[config.mk]
export PLATFORM = sky130hd
export DESIGN_NAME = cascaded_pic
export DESIGN_NICKNAME = d
export VERILOG_FILES = /design/src/rtl/cascaded_pic_pkg.sv /design/src/rtl/pic_ctl_regs.sv /design/src/rtl/cascaded_pic.sv
export SDC_FILE = /design/constraint.sdc
export NUM_CORES = 1
export LEC_CHECK = 0
export ABC_CLOCK_PERIOD_IN_PS = 20700
export BUFFER_PORTS_ARGS = -buffer_cell sky130_fd_sc_hd__buf_2
export CORE_MARGIN = 8
export CORE_UTILIZATION = 40
export CTS_CLUSTER_DIAMETER = 30
export DETAILED_ROUTE_END_ITERATION = 6
export HOLD_SLACK_MARGIN = 0.03
export PLACE_DENSITY = 0.59
export SYNTH_ARGS = -nofsm -noshare
export SYNTH_HDL_FRONTEND = slang
export SYNTH_SLANG_ARGS = --single-unit
[constraint.sdc]
create_clock -name clk -period 20.7 [get_ports clk]
set_input_delay 0 -clock clk [delete_from_list [all_inputs] [get_ports clk]]
set_output_delay 0 -clock clk [all_outputs]
set_load 0.1 [all_outputs]
[src/rtl/cascaded_pic_pkg.sv]
// Shared constants and types for the cascaded interrupt controller pair.
// Assumes one clock domain and byte-wide register accesses.
package cascaded_pic_pkg;

	// ----------------------------------------
	// Register addresses
	// ----------------------------------------
	localparam logic [7:0] ADDR_MASTER_EVEN = 8'h20;
	localparam logic [7:0] ADDR_MASTER_ODD  = 8'h21;
	localparam logic [7:0] ADDR_SLAVE_EVEN  = 8'hA0;
	localparam logic [7:0] ADDR_SLAVE_ODD   = 8'hA1;
	localparam logic [7:0] ADDR_EVT_STATUS  = 8'h40;
	localparam logic [7:0] ADDR_EVT_MASK    = 8'h41;
	localparam logic [7:0] ADDR_CORE_STATUS = 8'h42;
	localparam logic [7:0] ADDR_CMD_STATUS  = 8'h43;

	// ----------------------------------------
	// Field positions
	// ----------------------------------------
	localparam int INIT_SELECT_BIT = 4;
	localparam int SEL_HI_BIT      = 4;
	localparam int SEL_LO_BIT      = 3;
	localparam int MODE_SPECIAL_NESTING_ENABLE_BIT   = 4;
	localparam int MODE_AUTO_EOI_ENABLE_BIT   = 1;
	localparam int CMD_HI_BIT      = 7;
	localparam int CMD_LO_BIT      = 5;
	localparam int VEC_HI_BIT      = 7;
	localparam int VEC_LO_BIT      = 3;
	localparam int LEVEL_HI_BIT    = 2;

	// Event status bits
	localparam int EVT_MASTER_INIT = 0;
	localparam int EVT_SLAVE_INIT  = 1;
	localparam int EVT_EOI_CMD     = 2;
	localparam int EVT_SPURIOUS    = 3;
	localparam int EVT_W           = 4;

	// ----------------------------------------
	// Reset values and fixed levels
	// ----------------------------------------
	localparam logic [7:0]       MASK_RESET     = 8'h00;
	localparam logic [2:0]       CAS_ID_RESET   = 3'h7;
	localparam logic [2:0]       PRIO_LOW_RESET = 3'h7;
	localparam logic [2:0]       CASCADE_LINE   = 3'h2;
	localparam logic [2:0]       SPURIOUS_LEVEL = 3'h7;
	localparam logic [EVT_W-1:0] EVT_RESET      = 4'h0;

	typedef enum logic [2:0] {
		CMD_ROT_AUTO_EOI_ENABLE_CLR = 3'b000,
		CMD_NONSPEC_EOI  = 3'b001,
		CMD_NOP          = 3'b010,
		CMD_SPEC_EOI     = 3'b011,
		CMD_ROT_AUTO_EOI_ENABLE_SET = 3'b100
	} eoi_cmd_t;

	localparam eoi_cmd_t CMD_RESET = CMD_NONSPEC_EOI;

	typedef enum logic [1:0] {
		INIT_READY        = 2'b00,
		INIT_WAIT_BASE    = 2'b01,
		INIT_WAIT_CASCADE = 2'b10,
		INIT_WAIT_MODE    = 2'b11
	} init_state_t;

	typedef enum logic [1:0] {
		ACK_IDLE    = 2'b00,
		ACK_FIRST   = 2'b01,
		ACK_BETWEEN = 2'b10,
		ACK_SECOND  = 2'b11
	} ack_state_t;

	typedef struct packed {
		logic       ready;
		logic [7:0] mask;
		logic [4:0] vec_base;
		logic [2:0] cas_id;
		logic       special_nesting_enable;
		logic       auto_eoi_enable;
		eoi_cmd_t   last_cmd;
	} ctl_cfg_t;

	typedef struct packed {
		logic       init_start;
		logic       init_done;
		logic       cmd_valid;
		eoi_cmd_t   cmd;
		logic [2:0] level;
	} ctl_evt_t;

endpackage

[src/rtl/pic_ctl_regs.sv]
// Per-controller programming state: init word sequence, mask, mode, commands.
// Assumes write strobes are already decoded to this controller's even/odd port.
`timescale 1ns/1ns
`default_nettype none

module pic_ctl_regs (
	// Clock and reset
	input  wire logic                     clk,
	input  wire logic                     rst_n,
	// Decoded writes
	input  wire logic                     wr_even,
	input  wire logic                     wr_odd,
	input  wire logic [7:0]               wdata,
	// Programmed state and one-cycle events
	output cascaded_pic_pkg::ctl_cfg_t    cfg,
	output cascaded_pic_pkg::ctl_evt_t    evt
);

	cascaded_pic_pkg::init_state_t state_q;
	cascaded_pic_pkg::ctl_cfg_t    cfg_q;
	cascaded_pic_pkg::ctl_evt_t    evt_q;
	logic                          start;

	// A start word is recognised in any state, so a stuck sequence can restart
	assign start = wr_even && wdata[cascaded_pic_pkg::INIT_SELECT_BIT];

	// ----------------------------------------
	// Init sequence and programmed words
	// ----------------------------------------
	always_ff @(posedge clk) begin
		if (!rst_n) begin
			state_q        <= cascaded_pic_pkg::INIT_READY;
			cfg_q.ready    <= 1'b1;
			cfg_q.mask     <= cascaded_pic_pkg::MASK_RESET;
			cfg_q.vec_base <= 5'h00;
			cfg_q.cas_id   <= cascaded_pic_pkg::CAS_ID_RESET;
			cfg_q.special_nesting_enable     <= 1'b0;
			cfg_q.auto_eoi_enable     <= 1'b0;
			cfg_q.last_cmd <= cascaded_pic_pkg::CMD_RESET;
		end else if (start) begin
			state_q      <= cascaded_pic_pkg::INIT_WAIT_BASE;
			cfg_q.ready  <= 1'b0;
			cfg_q.mask   <= cascaded_pic_pkg::MASK_RESET;
			cfg_q.cas_id <= cascaded_pic_pkg::CAS_ID_RESET;
			cfg_q.special_nesting_enable   <= 1'b0;
			cfg_q.auto_eoi_enable   <= 1'b0;
		end else begin
			case (state_q)
				cascaded_pic_pkg::INIT_WAIT_BASE: begin
					if (wr_odd) begin
						cfg_q.vec_base <= wdata[cascaded_pic_pkg::VEC_HI_BIT:
							cascaded_pic_pkg::VEC_LO_BIT];
						state_q <= cascaded_pic_pkg::INIT_WAIT_CASCADE;
					end
				end
				cascaded_pic_pkg::INIT_WAIT_CASCADE: begin
					if (wr_odd) begin
						// Upper bits are expected zero and are not stored
						cfg_q.cas_id <= wdata[cascaded_pic_pkg::LEVEL_HI_BIT:0];
						state_q      <= cascaded_pic_pkg::INIT_WAIT_MODE;
					end
				end
				cascaded_pic_pkg::INIT_WAIT_MODE: begin
					if (wr_odd) begin
						// Buffered and processor-mode bits have no effect here
						cfg_q.special_nesting_enable  <= wdata[cascaded_pic_pkg::MODE_SPECIAL_NESTING_ENABLE_BIT];
						cfg_q.auto_eoi_enable  <= wdata[cascaded_pic_pkg::MODE_AUTO_EOI_ENABLE_BIT];
						cfg_q.ready <= 1'b1;
						state_q     <= cascaded_pic_pkg::INIT_READY;
					end
				end
				default: begin
					if (wr_odd) begin
						cfg_q.mask <= wdata;
					end
					if (wr_even && (wdata[cascaded_pic_pkg::SEL_HI_BIT:
						cascaded_pic_pkg::SEL_LO_BIT] == 2'b00)) begin
						cfg_q.last_cmd <= cascaded_pic_pkg::eoi_cmd_t'(
							wdata[cascaded_pic_pkg::CMD_HI_BIT:cascaded_pic_pkg::CMD_LO_BIT]);
					end
				end
			endcase
		end
	end

	// ----------------------------------------
	// One-cycle events
	// ----------------------------------------
	always_ff @(posedge clk) begin
		if (!rst_n) begin
			evt_q <= '0;
		end else begin
			evt_q.init_start <= start;
			evt_q.init_done  <= !start && wr_odd &&
				(state_q == cascaded_pic_pkg::INIT_WAIT_MODE);
			evt_q.cmd_valid  <= !start && wr_even && (state_q == cascaded_pic_pkg::INIT_READY)
				&& (wdata[cascaded_pic_pkg::SEL_HI_BIT:cascaded_pic_pkg::SEL_LO_BIT] == 2'b00);
			evt_q.cmd        <= cascaded_pic_pkg::eoi_cmd_t'(
				wdata[cascaded_pic_pkg::CMD_HI_BIT:cascaded_pic_pkg::CMD_LO_BIT]);
			evt_q.level      <= wdata[cascaded_pic_pkg::LEVEL_HI_BIT:0];
		end
	end

	assign cfg = cfg_q;
	assign evt = evt_q;

endmodule

`default_nettype wire

[src/rtl/cascaded_pic.sv]
// Master/slave interrupt controller pair: register port, acknowledge cycle,
// in-service tracking, end-of-interrupt commands and an event interrupt.
// Assumes request pins and the acknowledge strobe are asynchronous to clk.
//
// How it works
// - Slave compares its 3-bit id with the code the master broadcasts.
// - On a broadcast code equal to its programmed id, with a slave request winning, the slave supplies the vector, not the master.
// - Mode bit 4 set enables special fully nested mode.
// - Mode bit 1 selects normal or automatic end-of-interrupt.
// - Mask bit one blocks its request line; zero accepts it again.
// - Mask reads all zeros after reset.
// - Masking master line two also blocks every slave request.
// - After reset or init: fully nested, non-specific EOI, no rotation.
// - Command 000 clears auto rotate, 001 non-specific, 010 nop, 011 specific.
// - Command field defaults to 001.
// - A start word begins base, cascade and mode words on the odd port.
// - Slave interrupt output drives master request line two.
//
// The strobed register port was decided locally.
`timescale 1ns/1ns
`default_nettype none

module cascaded_pic (
	// Clock and reset
	input  wire logic        clk,
	input  wire logic        rst_n,
	// Register port
	input  wire logic [7:0]  addr,
	input  wire logic [7:0]  wdata,
	input  wire logic        wr_en,
	input  wire logic        rd_en,
	output logic      [7:0]  rdata,
	// Request pins, lines 7:0 master and 15:8 slave
	input  wire logic [15:0] irq_in,
	// Processor interrupt and acknowledge
	output logic             cpu_intr,
	input  wire logic        intr_ack_strobe_n,
	output logic      [7:0]  vector_data,
	output logic             vector_oe,
	// Cascade code broadcast
	output logic      [2:0]  cas_code,
	output logic             cas_oe,
	// Event interrupt
	output logic             irq_out
);

	// ----------------------------------------
	// Priority helpers
	// ----------------------------------------
	// Highest-priority set bit: line after the lowest-priority one comes first
	function automatic logic [3:0] pick(input logic [7:0] v, input logic [2:0] low);
		logic [3:0] r;
		logic [2:0] c;
		r = 4'h0;
		for (int k = 7; k >= 0; k--) begin
			c = 3'(low + 3'(k) + 3'h1);
			if (v[c]) begin
				r = {1'b1, c};
			end
		end
		return r;
	endfunction

	function automatic logic [2:0] rank(input logic [2:0] lvl, input logic [2:0] low);
		return 3'(lvl - low - 3'h1);
	endfunction

	// Request beats in-service when nothing is in service or it ranks higher
	function automatic logic wins(input logic [3:0] req, input logic [3:0] isr,
		input logic [2:0] low);
		return req[3] && (!isr[3] || (rank(req[2:0], low) < rank(isr[2:0], low)));
	endfunction

	// ----------------------------------------
	// Pin synchronisers
	// ----------------------------------------
	logic [15:0] irq_meta_q;
	logic [15:0] irq_s_q;
	logic        ack_meta_q;
	logic        ack_s_q;

	always_ff @(posedge clk) begin
		if (!rst_n) begin
			irq_meta_q <= 16'h0000;
			irq_s_q    <= 16'h0000;
			ack_meta_q <= 1'b1;
			ack_s_q    <= 1'b1;
		end else begin
			irq_meta_q <= irq_in;
			irq_s_q    <= irq_meta_q;
			ack_meta_q <= intr_ack_strobe_n;
			ack_s_q    <= ack_meta_q;
		end
	end

	// ----------------------------------------
	// Register decode and controller state
	// ----------------------------------------
	cascaded_pic_pkg::ctl_cfg_t cfg [2];
	cascaded_pic_pkg::ctl_evt_t evt [2];

	pic_ctl_regs u_master (
		.clk     (clk),
		.rst_n   (rst_n),
		.wr_even (wr_en && (addr == cascaded_pic_pkg::ADDR_MASTER_EVEN)),
		.wr_odd  (wr_en && (addr == cascaded_pic_pkg::ADDR_MASTER_ODD)),
		.wdata   (wdata),
		.cfg     (cfg[0]),
		.evt     (evt[0])
	);

	pic_ctl_regs u_slave (
		.clk     (clk),
		.rst_n   (rst_n),
		.wr_even (wr_en && (addr == cascaded_pic_pkg::ADDR_SLAVE_EVEN)),
		.wr_odd  (wr_en && (addr == cascaded_pic_pkg::ADDR_SLAVE_ODD)),
		.wdata   (wdata),
		.cfg     (cfg[1]),
		.evt     (evt[1])
	);

	// ----------------------------------------
	// Request resolution
	// ----------------------------------------
	logic [1:0][7:0] isr_q;
	logic [1:0][7:0] isr_d;
	logic [1:0][2:0] prio_q;
	logic [1:0]      rot_q;
	logic [7:0]      req_s;
	logic [7:0]      irr_m;
	logic [7:0]      req_m;
	logic [7:0]      isr_cmp_m;
	logic [3:0]      top_s;
	logic [3:0]      top_m;
	logic            slave_int;
	logic            m_pend;

	always_comb begin
		req_s     = irq_s_q[15:8] & ~cfg[1].mask;
		top_s     = pick(req_s, prio_q[1]);
		slave_int = wins(top_s, pick(isr_q[1], prio_q[1]), prio_q[1]);
		// Slave output shares line two with its pin
		irr_m     = irq_s_q[7:0];
		irr_m[cascaded_pic_pkg::CASCADE_LINE] = irq_s_q[cascaded_pic_pkg::CASCADE_LINE]
			| slave_int;
		req_m     = irr_m & ~cfg[0].mask;
		// Nested mode lets a slave request through while line two is in service
		isr_cmp_m = isr_q[0];
		if (cfg[0].special_nesting_enable) begin
			isr_cmp_m[cascaded_pic_pkg::CASCADE_LINE] = 1'b0;
		end
		top_m     = pick(req_m, prio_q[0]);
		m_pend    = wins(top_m, pick(isr_cmp_m, prio_q[0]), prio_q[0]);
	end

	// ----------------------------------------
	// Acknowledge sequence
	// ----------------------------------------
	cascaded_pic_pkg::ack_state_t ack_q;
	logic       ack_act;
	logic       first_end;
	logic       second_end;
	logic       id_match;
	logic [2:0] m_lvl_q;
	logic [2:0] s_lvl_q;
	logic       s_sel_q;
	logic       spur_q;
	logic [2:0] cas_code_q;
	logic       cas_oe_q;
	logic [7:0] vector_q;
	logic       vector_oe_q;
	logic       cpu_intr_q;

	assign ack_act    = !ack_s_q;
	assign first_end  = (ack_q == cascaded_pic_pkg::ACK_FIRST) && !ack_act;
	assign second_end = (ack_q == cascaded_pic_pkg::ACK_SECOND) && !ack_act;
	// Slave checks its id against the code the master is about to broadcast
	assign id_match   = m_pend && (top_m[2:0] == cfg[1].cas_id);

	always_ff @(posedge clk) begin
		if (!rst_n) begin
			ack_q <= cascaded_pic_pkg::ACK_IDLE;
		end else begin
			case (ack_q)
				cascaded_pic_pkg::ACK_IDLE: begin
					if (ack_act) begin
						ack_q <= cascaded_pic_pkg::ACK_FIRST;
					end
				end
				cascaded_pic_pkg::ACK_FIRST: begin
					if (!ack_act) begin
						ack_q <= cascaded_pic_pkg::ACK_BETWEEN;
					end
				end
				cascaded_pic_pkg::ACK_BETWEEN: begin
					if (ack_act) begin
						ack_q <= cascaded_pic_pkg::ACK_SECOND;
					end
				end
				default: begin
					if (!ack_act) begin
						ack_q <= cascaded_pic_pkg::ACK_IDLE;
					end
				end
			endcase
		end
	end

	// Winner is frozen at the trailing edge of the first pulse
	always_ff @(posedge clk) begin
		if (!rst_n) begin
			m_lvl_q <= cascaded_pic_pkg::SPURIOUS_LEVEL;
			s_lvl_q <= 3'h0;
			s_sel_q <= 1'b0;
			spur_q  <= 1'b0;
		end else if (first_end) begin
			m_lvl_q <= m_pend ? top_m[2:0] : cascaded_pic_pkg::SPURIOUS_LEVEL;
			s_lvl_q <= top_s[2:0];
			s_sel_q <= id_match && slave_int;
			spur_q  <= !m_pend;
		end
	end

	// Broadcast stands from the first trailing edge to the second
	always_ff @(posedge clk) begin
		if (!rst_n) begin
			cas_code_q <= 3'h0;
			cas_oe_q   <= 1'b0;
		end else if (first_end) begin
			cas_code_q <= m_pend ? top_m[2:0] : cascaded_pic_pkg::SPURIOUS_LEVEL;
			cas_oe_q   <= 1'b1;
		end else if (second_end) begin
			cas_oe_q   <= 1'b0;
		end
	end

	always_ff @(posedge clk) begin
		if (!rst_n) begin
			vector_q    <= 8'h00;
			vector_oe_q <= 1'b0;
		end else if ((ack_q == cascaded_pic_pkg::ACK_BETWEEN) && ack_act) begin
			vector_q    <= s_sel_q ? {cfg[1].vec_base, s_lvl_q}
				: {cfg[0].vec_base, m_lvl_q};
			vector_oe_q <= 1'b1;
		end else if (second_end) begin
			vector_oe_q <= 1'b0;
		end
	end

	always_ff @(posedge clk) begin
		if (!rst_n) begin
			cpu_intr_q <= 1'b0;
		end else begin
			cpu_intr_q <= m_pend;
		end
	end

	// ----------------------------------------
	// In-service, end-of-interrupt and rotation
	// ----------------------------------------
	logic [3:0] itop [2];

	always_comb begin
		for (int c = 0; c < 2; c++) begin
			isr_d[c] = isr_q[c];
			itop[c]  = pick(isr_q[c], prio_q[c]);
			if (evt[c].init_start) begin
				isr_d[c] = 8'h00;
			end else if (evt[c].cmd_valid) begin
				if (evt[c].cmd == cascaded_pic_pkg::CMD_NONSPEC_EOI) begin
					if (itop[c][3]) begin
						isr_d[c][itop[c][2:0]] = 1'b0;
					end
				end else if (evt[c].cmd == cascaded_pic_pkg::CMD_SPEC_EOI) begin
					isr_d[c][evt[c].level] = 1'b0;
				end
			end
		end
		// Automatic end clears what the cycle just served
		if (second_end && !spur_q && cfg[0].auto_eoi_enable) begin
			isr_d[0][m_lvl_q] = 1'b0;
		end
		if (second_end && s_sel_q && cfg[1].auto_eoi_enable) begin
			isr_d[1][s_lvl_q] = 1'b0;
		end
		// Setting last, so an acknowledge is never lost to a same-cycle clear
		if (first_end && m_pend) begin
			isr_d[0][top_m[2:0]] = 1'b1;
		end
		if (first_end && id_match && slave_int) begin
			isr_d[1][top_s[2:0]] = 1'b1;
		end
	end

	always_ff @(posedge clk) begin
		if (!rst_n) begin
			isr_q <= '0;
		end else begin
			isr_q <= isr_d;
		end
	end

	always_ff @(posedge clk) begin
		if (!rst_n) begin
			rot_q  <= 2'b00;
			prio_q <= {cascaded_pic_pkg::PRIO_LOW_RESET, cascaded_pic_pkg::PRIO_LOW_RESET};
		end else begin
			for (int c = 0; c < 2; c++) begin
				if (evt[c].init_start) begin
					rot_q[c]  <= 1'b0;
					prio_q[c] <= cascaded_pic_pkg::PRIO_LOW_RESET;
				end else if (evt[c].cmd_valid) begin
					if (evt[c].cmd == cascaded_pic_pkg::CMD_ROT_AUTO_EOI_ENABLE_CLR) begin
						rot_q[c] <= 1'b0;
					end else if (evt[c].cmd == cascaded_pic_pkg::CMD_ROT_AUTO_EOI_ENABLE_SET) begin
						rot_q[c] <= 1'b1;
					end
				end
			end
			// Served line drops to lowest priority under auto rotation
			if (second_end && !spur_q && cfg[0].auto_eoi_enable && rot_q[0]) begin
				prio_q[0] <= m_lvl_q;
			end
			if (second_end && s_sel_q && cfg[1].auto_eoi_enable && rot_q[1]) begin
				prio_q[1] <= s_lvl_q;
			end
		end
	end

	// ----------------------------------------
	// Event status and interrupt
	// ----------------------------------------
	logic [cascaded_pic_pkg::EVT_W-1:0] evt_stat_q;
	logic [cascaded_pic_pkg::EVT_W-1:0] evt_mask_q;
	logic [cascaded_pic_pkg::EVT_W-1:0] evt_set;
	logic [cascaded_pic_pkg::EVT_W-1:0] evt_clr;

	always_comb begin
		evt_set = '0;
		evt_set[cascaded_pic_pkg::EVT_MASTER_INIT] = evt[0].init_done;
		evt_set[cascaded_pic_pkg::EVT_SLAVE_INIT]  = evt[1].init_done;
		evt_set[cascaded_pic_pkg::EVT_EOI_CMD]     = evt[0].cmd_valid || evt[1].cmd_valid;
		evt_set[cascaded_pic_pkg::EVT_SPURIOUS]    = first_end && !m_pend;
		evt_clr = '0;
		if (wr_en && (addr == cascaded_pic_pkg::ADDR_EVT_STATUS)) begin
			evt_clr = wdata[cascaded_pic_pkg::EVT_W-1:0];
		end
	end

	always_ff @(posedge clk) begin
		if (!rst_n) begin
			evt_stat_q <= cascaded_pic_pkg::EVT_RESET;
		end else begin
			evt_stat_q <= (evt_stat_q & ~evt_clr) | evt_set;
		end
	end

	always_ff @(posedge clk) begin
		if (!rst_n) begin
			evt_mask_q <= cascaded_pic_pkg::EVT_RESET;
		end else if (wr_en && (addr == cascaded_pic_pkg::ADDR_EVT_MASK)) begin
			evt_mask_q <= wdata[cascaded_pic_pkg::EVT_W-1:0];
		end
	end

	// ----------------------------------------
	// Read port
	// ----------------------------------------
	logic [7:0] rd_mux;
	logic [7:0] rdata_q;

	always_comb begin
		if (addr == cascaded_pic_pkg::ADDR_MASTER_EVEN) begin
			rd_mux = irr_m;
		end else if (addr == cascaded_pic_pkg::ADDR_MASTER_ODD) begin
			rd_mux = cfg[0].mask;
		end else if (addr == cascaded_pic_pkg::ADDR_SLAVE_EVEN) begin
			rd_mux = irq_s_q[15:8];
		end else if (addr == cascaded_pic_pkg::ADDR_SLAVE_ODD) begin
			rd_mux = cfg[1].mask;
		end else if (addr == cascaded_pic_pkg::ADDR_EVT_STATUS) begin
			rd_mux = {4'h0, evt_stat_q};
		end else if (addr == cascaded_pic_pkg::ADDR_EVT_MASK) begin
			rd_mux = {4'h0, evt_mask_q};
		end else if (addr == cascaded_pic_pkg::ADDR_CORE_STATUS) begin
			rd_mux = {cfg[0].ready, cfg[1].ready, rot_q, s_sel_q, cas_code_q};
		end else if (addr == cascaded_pic_pkg::ADDR_CMD_STATUS) begin
			rd_mux = {cfg[0].last_cmd, cfg[1].last_cmd, 2'b00};
		end else begin
			rd_mux = 8'h00;
		end
	end

	// Data stand only in the cycle after the read strobe
	always_ff @(posedge clk) begin
		if (!rst_n) begin
			rdata_q <= 8'h00;
		end else begin
			rdata_q <= rd_en ? rd_mux : 8'h00;
		end
	end

	assign rdata       = rdata_q;
	assign cpu_intr    = cpu_intr_q;
	assign vector_data = vector_q;
	assign vector_oe   = vector_oe_q;
	assign cas_code    = cas_code_q;
	assign cas_oe      = cas_oe_q;
	assign irq_out     = |(evt_stat_q & evt_mask_q);

endmodule

`default_nettype wire

# Word level (Yosys, flattened, before mapping)
# Cells that the tools add are included.
[op_classes]
n_addsub = 36
n_lt_le_gt_ge = 32
n_eq_ne = 36
mux = 194
bitwise_logic = 27
n_reduce_logical = 99
[ops]
columns = ["op", "count"]
rows = [
  ["8-bit two-way mux", 27],
  ["4-bit two-way mux", 41],
  ["1-bit binary-select mux with 3-bit select", 40],
  ["3-bit by 4-bit less-than comparator with 1-bit output (second input constant)", 23],
  ["8-bit AND", 8],
  ["1-bit two-way mux", 59],
  ["8-bit inverter", 7],
  ["3-bit by 1-bit adder with 3-bit output (second input constant)", 16],
  ["1-bit logical AND", 44],
  ["8-bit by 7-bit equality test with 1-bit output (second input constant)", 4],
  ["3-bit adder (second input constant)", 8],
  ["1-bit demux with 3-bit select", 7],
  ["3-bit by 1-bit greater-or-equal comparator with 1-bit output (second input constant)", 7],
  ["2-bit two-way mux", 10],
  ["2-bit AND reduction", 10],
  ["4-bit AND reduction", 5],
  ["9-bit two-way mux", 2],
  ["3-bit by 1-bit inequality test with 1-bit output (second input constant)", 6],
  ["2-bit one-hot mux with 3 select lines", 3],
  ["2-bit nonzero test", 9],
  ["8-bit by 6-bit equality test with 1-bit output (second input constant)", 2],
  ["8-bit equality test (second input constant)", 2],
  ["8-bit bitwise OR", 2],
  ["3-bit two-way mux", 5],
  ["27 further kinds", 77],
]
[totals]
ff_bits = 154
in_bits = 37
out_inout_bits = 23
wordCells = 471

# Longest topological paths before layout
[logic_depth]
depth_word = 38
ltp_mapped = 39
depth_no_buf = 33

# By module
# From an unflattened synthesis, not the netlist that was laid out.
[unflattened]
cells_unflattened = 1327
area_unflattened_um2 = 11048.1
[by_module_without_submodules]
columns = ["module", "instances", "cells_each", "area_each_um2", "seq_area_each_um2"]
rows = [
  ["cascaded_pic", 1, 1061, 8515.7, 1961.9],
  ["pic_ctl_regs", 2, 133, 1266.2, 660.6],
]

# Worst setup path after synthesis
# No wires, ideal clock.
[synth_path]
path_kind = "reg2reg"
start = "reg prio_q[3] (netlist name)"
end = "reg isr_q[14] (netlist name)"
setup_time_ps = 101
arrival_time_ps = 7797
t_required_ps = 20599
slack_ps = 12802
path_stages_with_launch = 38
n_path_buf = 5
synth_period_minus_slack_ps = 7898
cell_sequence = "dfxtp_1 -> buf_6 -> clkinv_4 -> buf_12 -> ha_1 -> buf_2 -> buf_2 -> mux4_2 -> mux2i_1 -> nor2_1 -> a221oi_1 -> a221o_1 -> mux2i_1 -> o41ai_1 -> fa_1 -> inv_1 -> ha_1 -> a21o_1 -> [... 2 more ...] -> a21o_1 -> o21ai_0 -> o211ai_1 -> o211a_1 -> or3_1 -> buf_6 -> ha_1 -> fa_1 -> xnor2_1 -> xnor2_1 -> ha_1 -> a21oi_1 -> a31oi_1 -> a41oi_1 -> nand3_1 -> nor3b_1 -> inv_1 -> o41ai_1"
[synth_between]
elab_chain_cells = 38
elab_cells_between_ends = 125
classes_between = "add/sub (20); order compare (6); eq/ne (1); mux (82); bitwise (6); reduce/logical (10)"
[synth_lines]
columns = ["element", "line", "text"]
rows = [
  ["from (decl)", "cascaded_pic.sv:127", "logic [1:0][2:0] prio_q;"],
  ["from (signal assigned)", "cascaded_pic.sv:306", "prio_q <= {cascaded_pic_pkg::PRIO_LOW_RESET, cascaded_pic_pkg::PRIO_LOW_RESET};"],
  ["from (signal, indexed assignment)", "cascaded_pic.sv:311", "prio_q[c] <= cascaded_pic_pkg::PRIO_LOW_RESET;"],
  ["3-bit adder", "cascaded_pic.sv:56", "c = 3'(low + 3'(k) + 3'h1);"],
  ["3-bit by 1-bit adder with 3-bit output", "cascaded_pic.sv:56", ""],
  ["1-bit binary-select mux with 3-bit select", "cascaded_pic.sv:57", "if (v[c]) begin"],
  ["1-bit two-way mux (implied by the code)", "cascaded_pic.sv:57", ""],
  ["4-bit two-way mux (8 in a row)", "cascaded_pic.sv:57", ""],
  ["3-bit subtractor", "cascaded_pic.sv:65", "return 3'(lvl - low - 3'h1);"],
  ["3-bit by 1-bit subtractor with 3-bit output", "cascaded_pic.sv:65", ""],
  ["3-bit less-than comparator", "cascaded_pic.sv:71", "return req[3] && (!isr[3] || (rank(req[2:0], low) < rank(isr[2:0], low)));"],
  ["[... 14 more ...]", "n/a", ""],
  ["3-bit subtractor", "cascaded_pic.sv:65", ""],
  ["3-bit by 1-bit subtractor with 3-bit output", "cascaded_pic.sv:65", ""],
  ["3-bit less-than comparator", "cascaded_pic.sv:71", ""],
  ["1-bit logical OR", "cascaded_pic.sv:71", ""],
  ["1-bit logical AND", "cascaded_pic.sv:71", ""],
  ["1-bit logical AND", "cascaded_pic.sv:178", "assign id_match = m_pend && (top_m[2:0] == cfg[1].cas_id);"],
  ["1-bit logical AND (2 in a row)", "cascaded_pic.sv:290", "if (first_end && id_match && slave_int) begin"],
  ["8-bit two-way mux (*)", "cascaded_pic.sv:290", ""],
  ["to (signal assigned)", "cascaded_pic.sv:299", "isr_q <= isr_d;"],
  ["to (decl)", "cascaded_pic.sv:125", "logic [1:0][7:0] isr_q;"],
]
# Mark *: on every way between the ends. The rest lies on a longest branch, timed or not. The select of a mux whose other input is x is not followed.
# A chain may end at the register's enable or synchronous reset.

# Worst setup path after layout
[layout_path]
start = "reg prio_q[3] (netlist name)"
end = "reg isr_q[15] (netlist name)"
# The elaborated chain is that of the path after synthesis.

==> flow_summary.ini <==
[sta]
finalSetupViolations = 0
maxSlewHeadroom_pct = 40.6
fin_tns_setup_ps = 0
slew_violations = 0
fin_crit_ps = 9930
period_share_pct = 48.0
final-hold-violation-count = 0
rsz0062_at_grt = false
clock_skew_ps = 14.5
worst_pin_slew_ps = 885
max_freq_mhz = 101

[global_routing]
grt-ovfl-total = 0
globalRouteMet1Util_pct = 29.2
use_met2_pct = 34.2
antenna_found_initial = 0
met3_usage_pct = 3.83
busiest_layer = met2
grt_max_degree = 70
grt_pass1_wl_mm = 54.9
grt.total_usage_pct = 21.6
grt_pass1_vias = 9867

[outcome]
status = complete, no violations

[cells_and_area]
seqCellArea_um2 = 3080
n_antenna_cell = 0
multi_input_area_um2 = 7080
area_growth_pct = 12.9
final_cells = 1700
n_fill_cell = 2525
layout-drive-gt1-share_pct = 12.9
final_nets = 1424

[floorplan]
start_util_pct = 40.8
core_um2 = 26100
fp-row-count = 59
die_y_um = 179
die_x_um = 179
die_area_um2 = 32100
io_pins = 60

[worst_setup_path]
reg2reg_from = prio_q[3]$_SDFFE_PN1P_
critPathMostFrequentCell = ha_1
r2r_cells = 33
worstSetupEndpointType = flop
r2r_slack_ps = 10770
path_class = flop to flop
timing.rr.end = isr_q[15]$_SDFF_PN0_
critPathSlowestCell = ha_1
required_ps = 21030
critPathArrivalTime_ps = 10260
start_kind = flop
slowest_delay_ps = 930
crit_fanout = 34

[min_path]
min_path_cells = 3
min_from = rd_en
holdPathEnd = rdata[6]$_SDFF_PN0_
hold_path.class = input port to flop

[yosys]
synth_cells = 1303
synthesis.nets = 1375
yosysTopAreaCell = dfxtp_1
ys_types = 98
synth-seq-cells = 154
seq_area_frac_synth_pct = 29.0
synth_ff_type = dfxtp_1
syn_area_per_cell_um2 = 8.16
synthArstFlopShare_pct = 0
synthDominantCellAreaShare_pct = 29.0
syn_area_um2 = 10600
ys_top_cells_by_area = dfxtp_1, mux4_2, nand2_1
synth-edff-count = 0
synth_warnings = 0

[clocking]
cts-root-buf = clkbuf_16
post_cts_buffers = 0
cts_inserted_buffers = 17
clk_path_buf_depth = 2
cts_tree = built
clock-sinks = 154
cts_hold_buf = 28
cts_resized = 0
htreeDepth = 4
clock_latency_ps = 440
clkSlewWorstSetupHoldPaths_ps = 70

[placed_design]
port-buffer-count = 59
dp_hpwl_mm = 25.7
gp_congestion = 0.980
place_inst = 1640

[job]
cap_viol_max_count = 0

[routing]
drt_iter0_drc = 1189
post-route-drc-count = 0
antenna_left = 0
vias = 10300
dr.pass1.iters = 6
drt-vias-per-instance = 6.09
routedWlPerCell_um = 20.3
wirelength_mm = 34.6

[power]
p_leak_nw = 4.52
p_per_area_nw_per_um2 = 59.0
peakVddDrop_v = 0.0000519
-- cell usage after synthesis, types with 10 or more instances --
cell type	instances
dfxtp_1	154
nor2_1	135
xnor2_1	10
mux2i_1	50
nand2_1	139
ha_1	31
nor2b_1	22
and2_1	55
o211ai_1	10
mux4_2	32
nor3_1	32
a21oi_1	102
a211oi_1	26
clkbuf_1	50
o41ai_1	11
a31oi_1	15
a22oi_1	10
nand2b_1	38
inv_1	33
o21ai_0	67
nor3b_1	11
nand3_1	59
-- cells in the final DEF, fill, tap and decap left out, types with 5 or more instances in the layout --
cell type	netlist	routed
a21o_1	7	7
a221oi_1	6	6
mux2_2	6	6
a31o_2	5	5
a211oi_1	26	26
buf_4	2	16
a31oi_1	15	15
inv_8	0	5
nor2b_1	22	22
clkbuf_16	0	17
nand2b_1	38	38
o32ai_1	6	6
o211ai_1	10	10
inv_1	33	33
mux4_2	32	32
xor2_1	5	5
dlygate4sd3_1	0	28
mux2i_1	50	50
a22oi_1	10	10
nor2_1	135	135
and2_1	55	55
o21a_1	7	7
nand3_1	59	59
xnor2_1	10	10
a222oi_1	6	6
ha_1	31	31
nor3b_1	11	11
o41ai_1	11	11
nand4_1	6	6
or3_1	8	8
dfxtp_1	154	153
nor4_1	7	6
nand2_1	139	139
a21oi_1	102	102
o22ai_1	8	8
buf_2	8	59
nor3_1	32	32
o21ai_0	67	67
-- layout make-up --
type                       count  share of cell area [%]
clock buffer                  18                    3.58
clock inverter                14                    1.30
inverter                      37                    1.20
multi-input combinational   1039                    58.9
sequential                   154                    25.7
tap                          335                    3.49
timing repair buffer         103                    5.80
-- worst max-delay path: cells and delay by family, from the launching register on --
kind / cells / cell delay (ps)
simple gates: 4 / 1040
fa+ha+maj: 6 / 2650
mux: 3 / 850
compound gates: 14 / 3860
xor+xnor: 2 / 280
buf+inv: 4 / 830
flops: 1 / 310
-- worst max path at each step --
stage,startpoint,endpoint,cells past startpoint
after detailed placement,prio_q[3]$_SDFFE_PN1P_,isr_q[12]$_SDFF_PN0_,32
final,prio_q[3]$_SDFFE_PN1P_,isr_q[15]$_SDFF_PN0_,33
after CTS,prio_q[3]$_SDFFE_PN1P_,isr_q[15]$_SDFF_PN0_,33
after floorplan,prio_q[3]$_SDFFE_PN1P_,isr_q[14]$_SDFF_PN0_,37
after global routing,prio_q[3]$_SDFFE_PN1P_,isr_q[15]$_SDFF_PN0_,33
after global placement,prio_q[3]$_SDFFE_PN1P_,isr_q[15]$_SDFF_PN0_,33
-- per-stage QoR --
| step | utilization [%] | total power, mW | setup WS, ps | instance area [um2] | hold WS, ps |
|---|---|---|---|---|---|
| 5_1_grt | 46.1 | 0.730 | 9780 | 12000 | 89.3 |
| 3_3_place_gp | 42.7 | 0.391 | 11130 | 11100 | 188 |
| 3_5_place_dp | 42.7 | 0.392 | 10940 | 11100 | 206 |
| 4_1_cts | 46.1 | 0.710 | 10900 | 12000 | 69.7 |
| 2_1_floorplan | - | 0.368 | 12800 | 10600 | 101 |
| 6_report | 46.1 | 0.708 | 10770 | 12000 | 67.2 |
-- sequential cells by signal, summed over array words and instances, names as in the netlist, 8 cells and up --
name and cells:
vector_data 8, u_slave.cfg 21, isr_q 9, rdata 8, irq_meta_q 16, u_master.evt 9, u_master.cfg 19, irq_s_q 16
-- layer usage --
layer,vias to the layer above,share of wire (%)
met1,4908,45
li1,4901,-
met3,83,6.6
met2,455,46
met5,-,0
met4,0,2.9
-- kinds of logic (layout without fill, tap and decap cells) --
family          after synthesis  in the layout  synth area share [%]
fa+ha+maj                    35             35                  4.40
flops                       154            154                  29.0
compound gates              357            357                  22.6
buf+inv                     110            172                  4.54
mux                          92             92                  12.6
simple gates                535            535                  24.7
xor+xnor                     20             20                  2.25
-- where the power goes --
group	internal, mW	switching, mW	total [mW]
Sequential	0.302	0.00706	0.310
Combinational	0.0290	0.0520	0.0810
Clock	0.171	0.146	0.318
(Power assumes the default switching activity.)
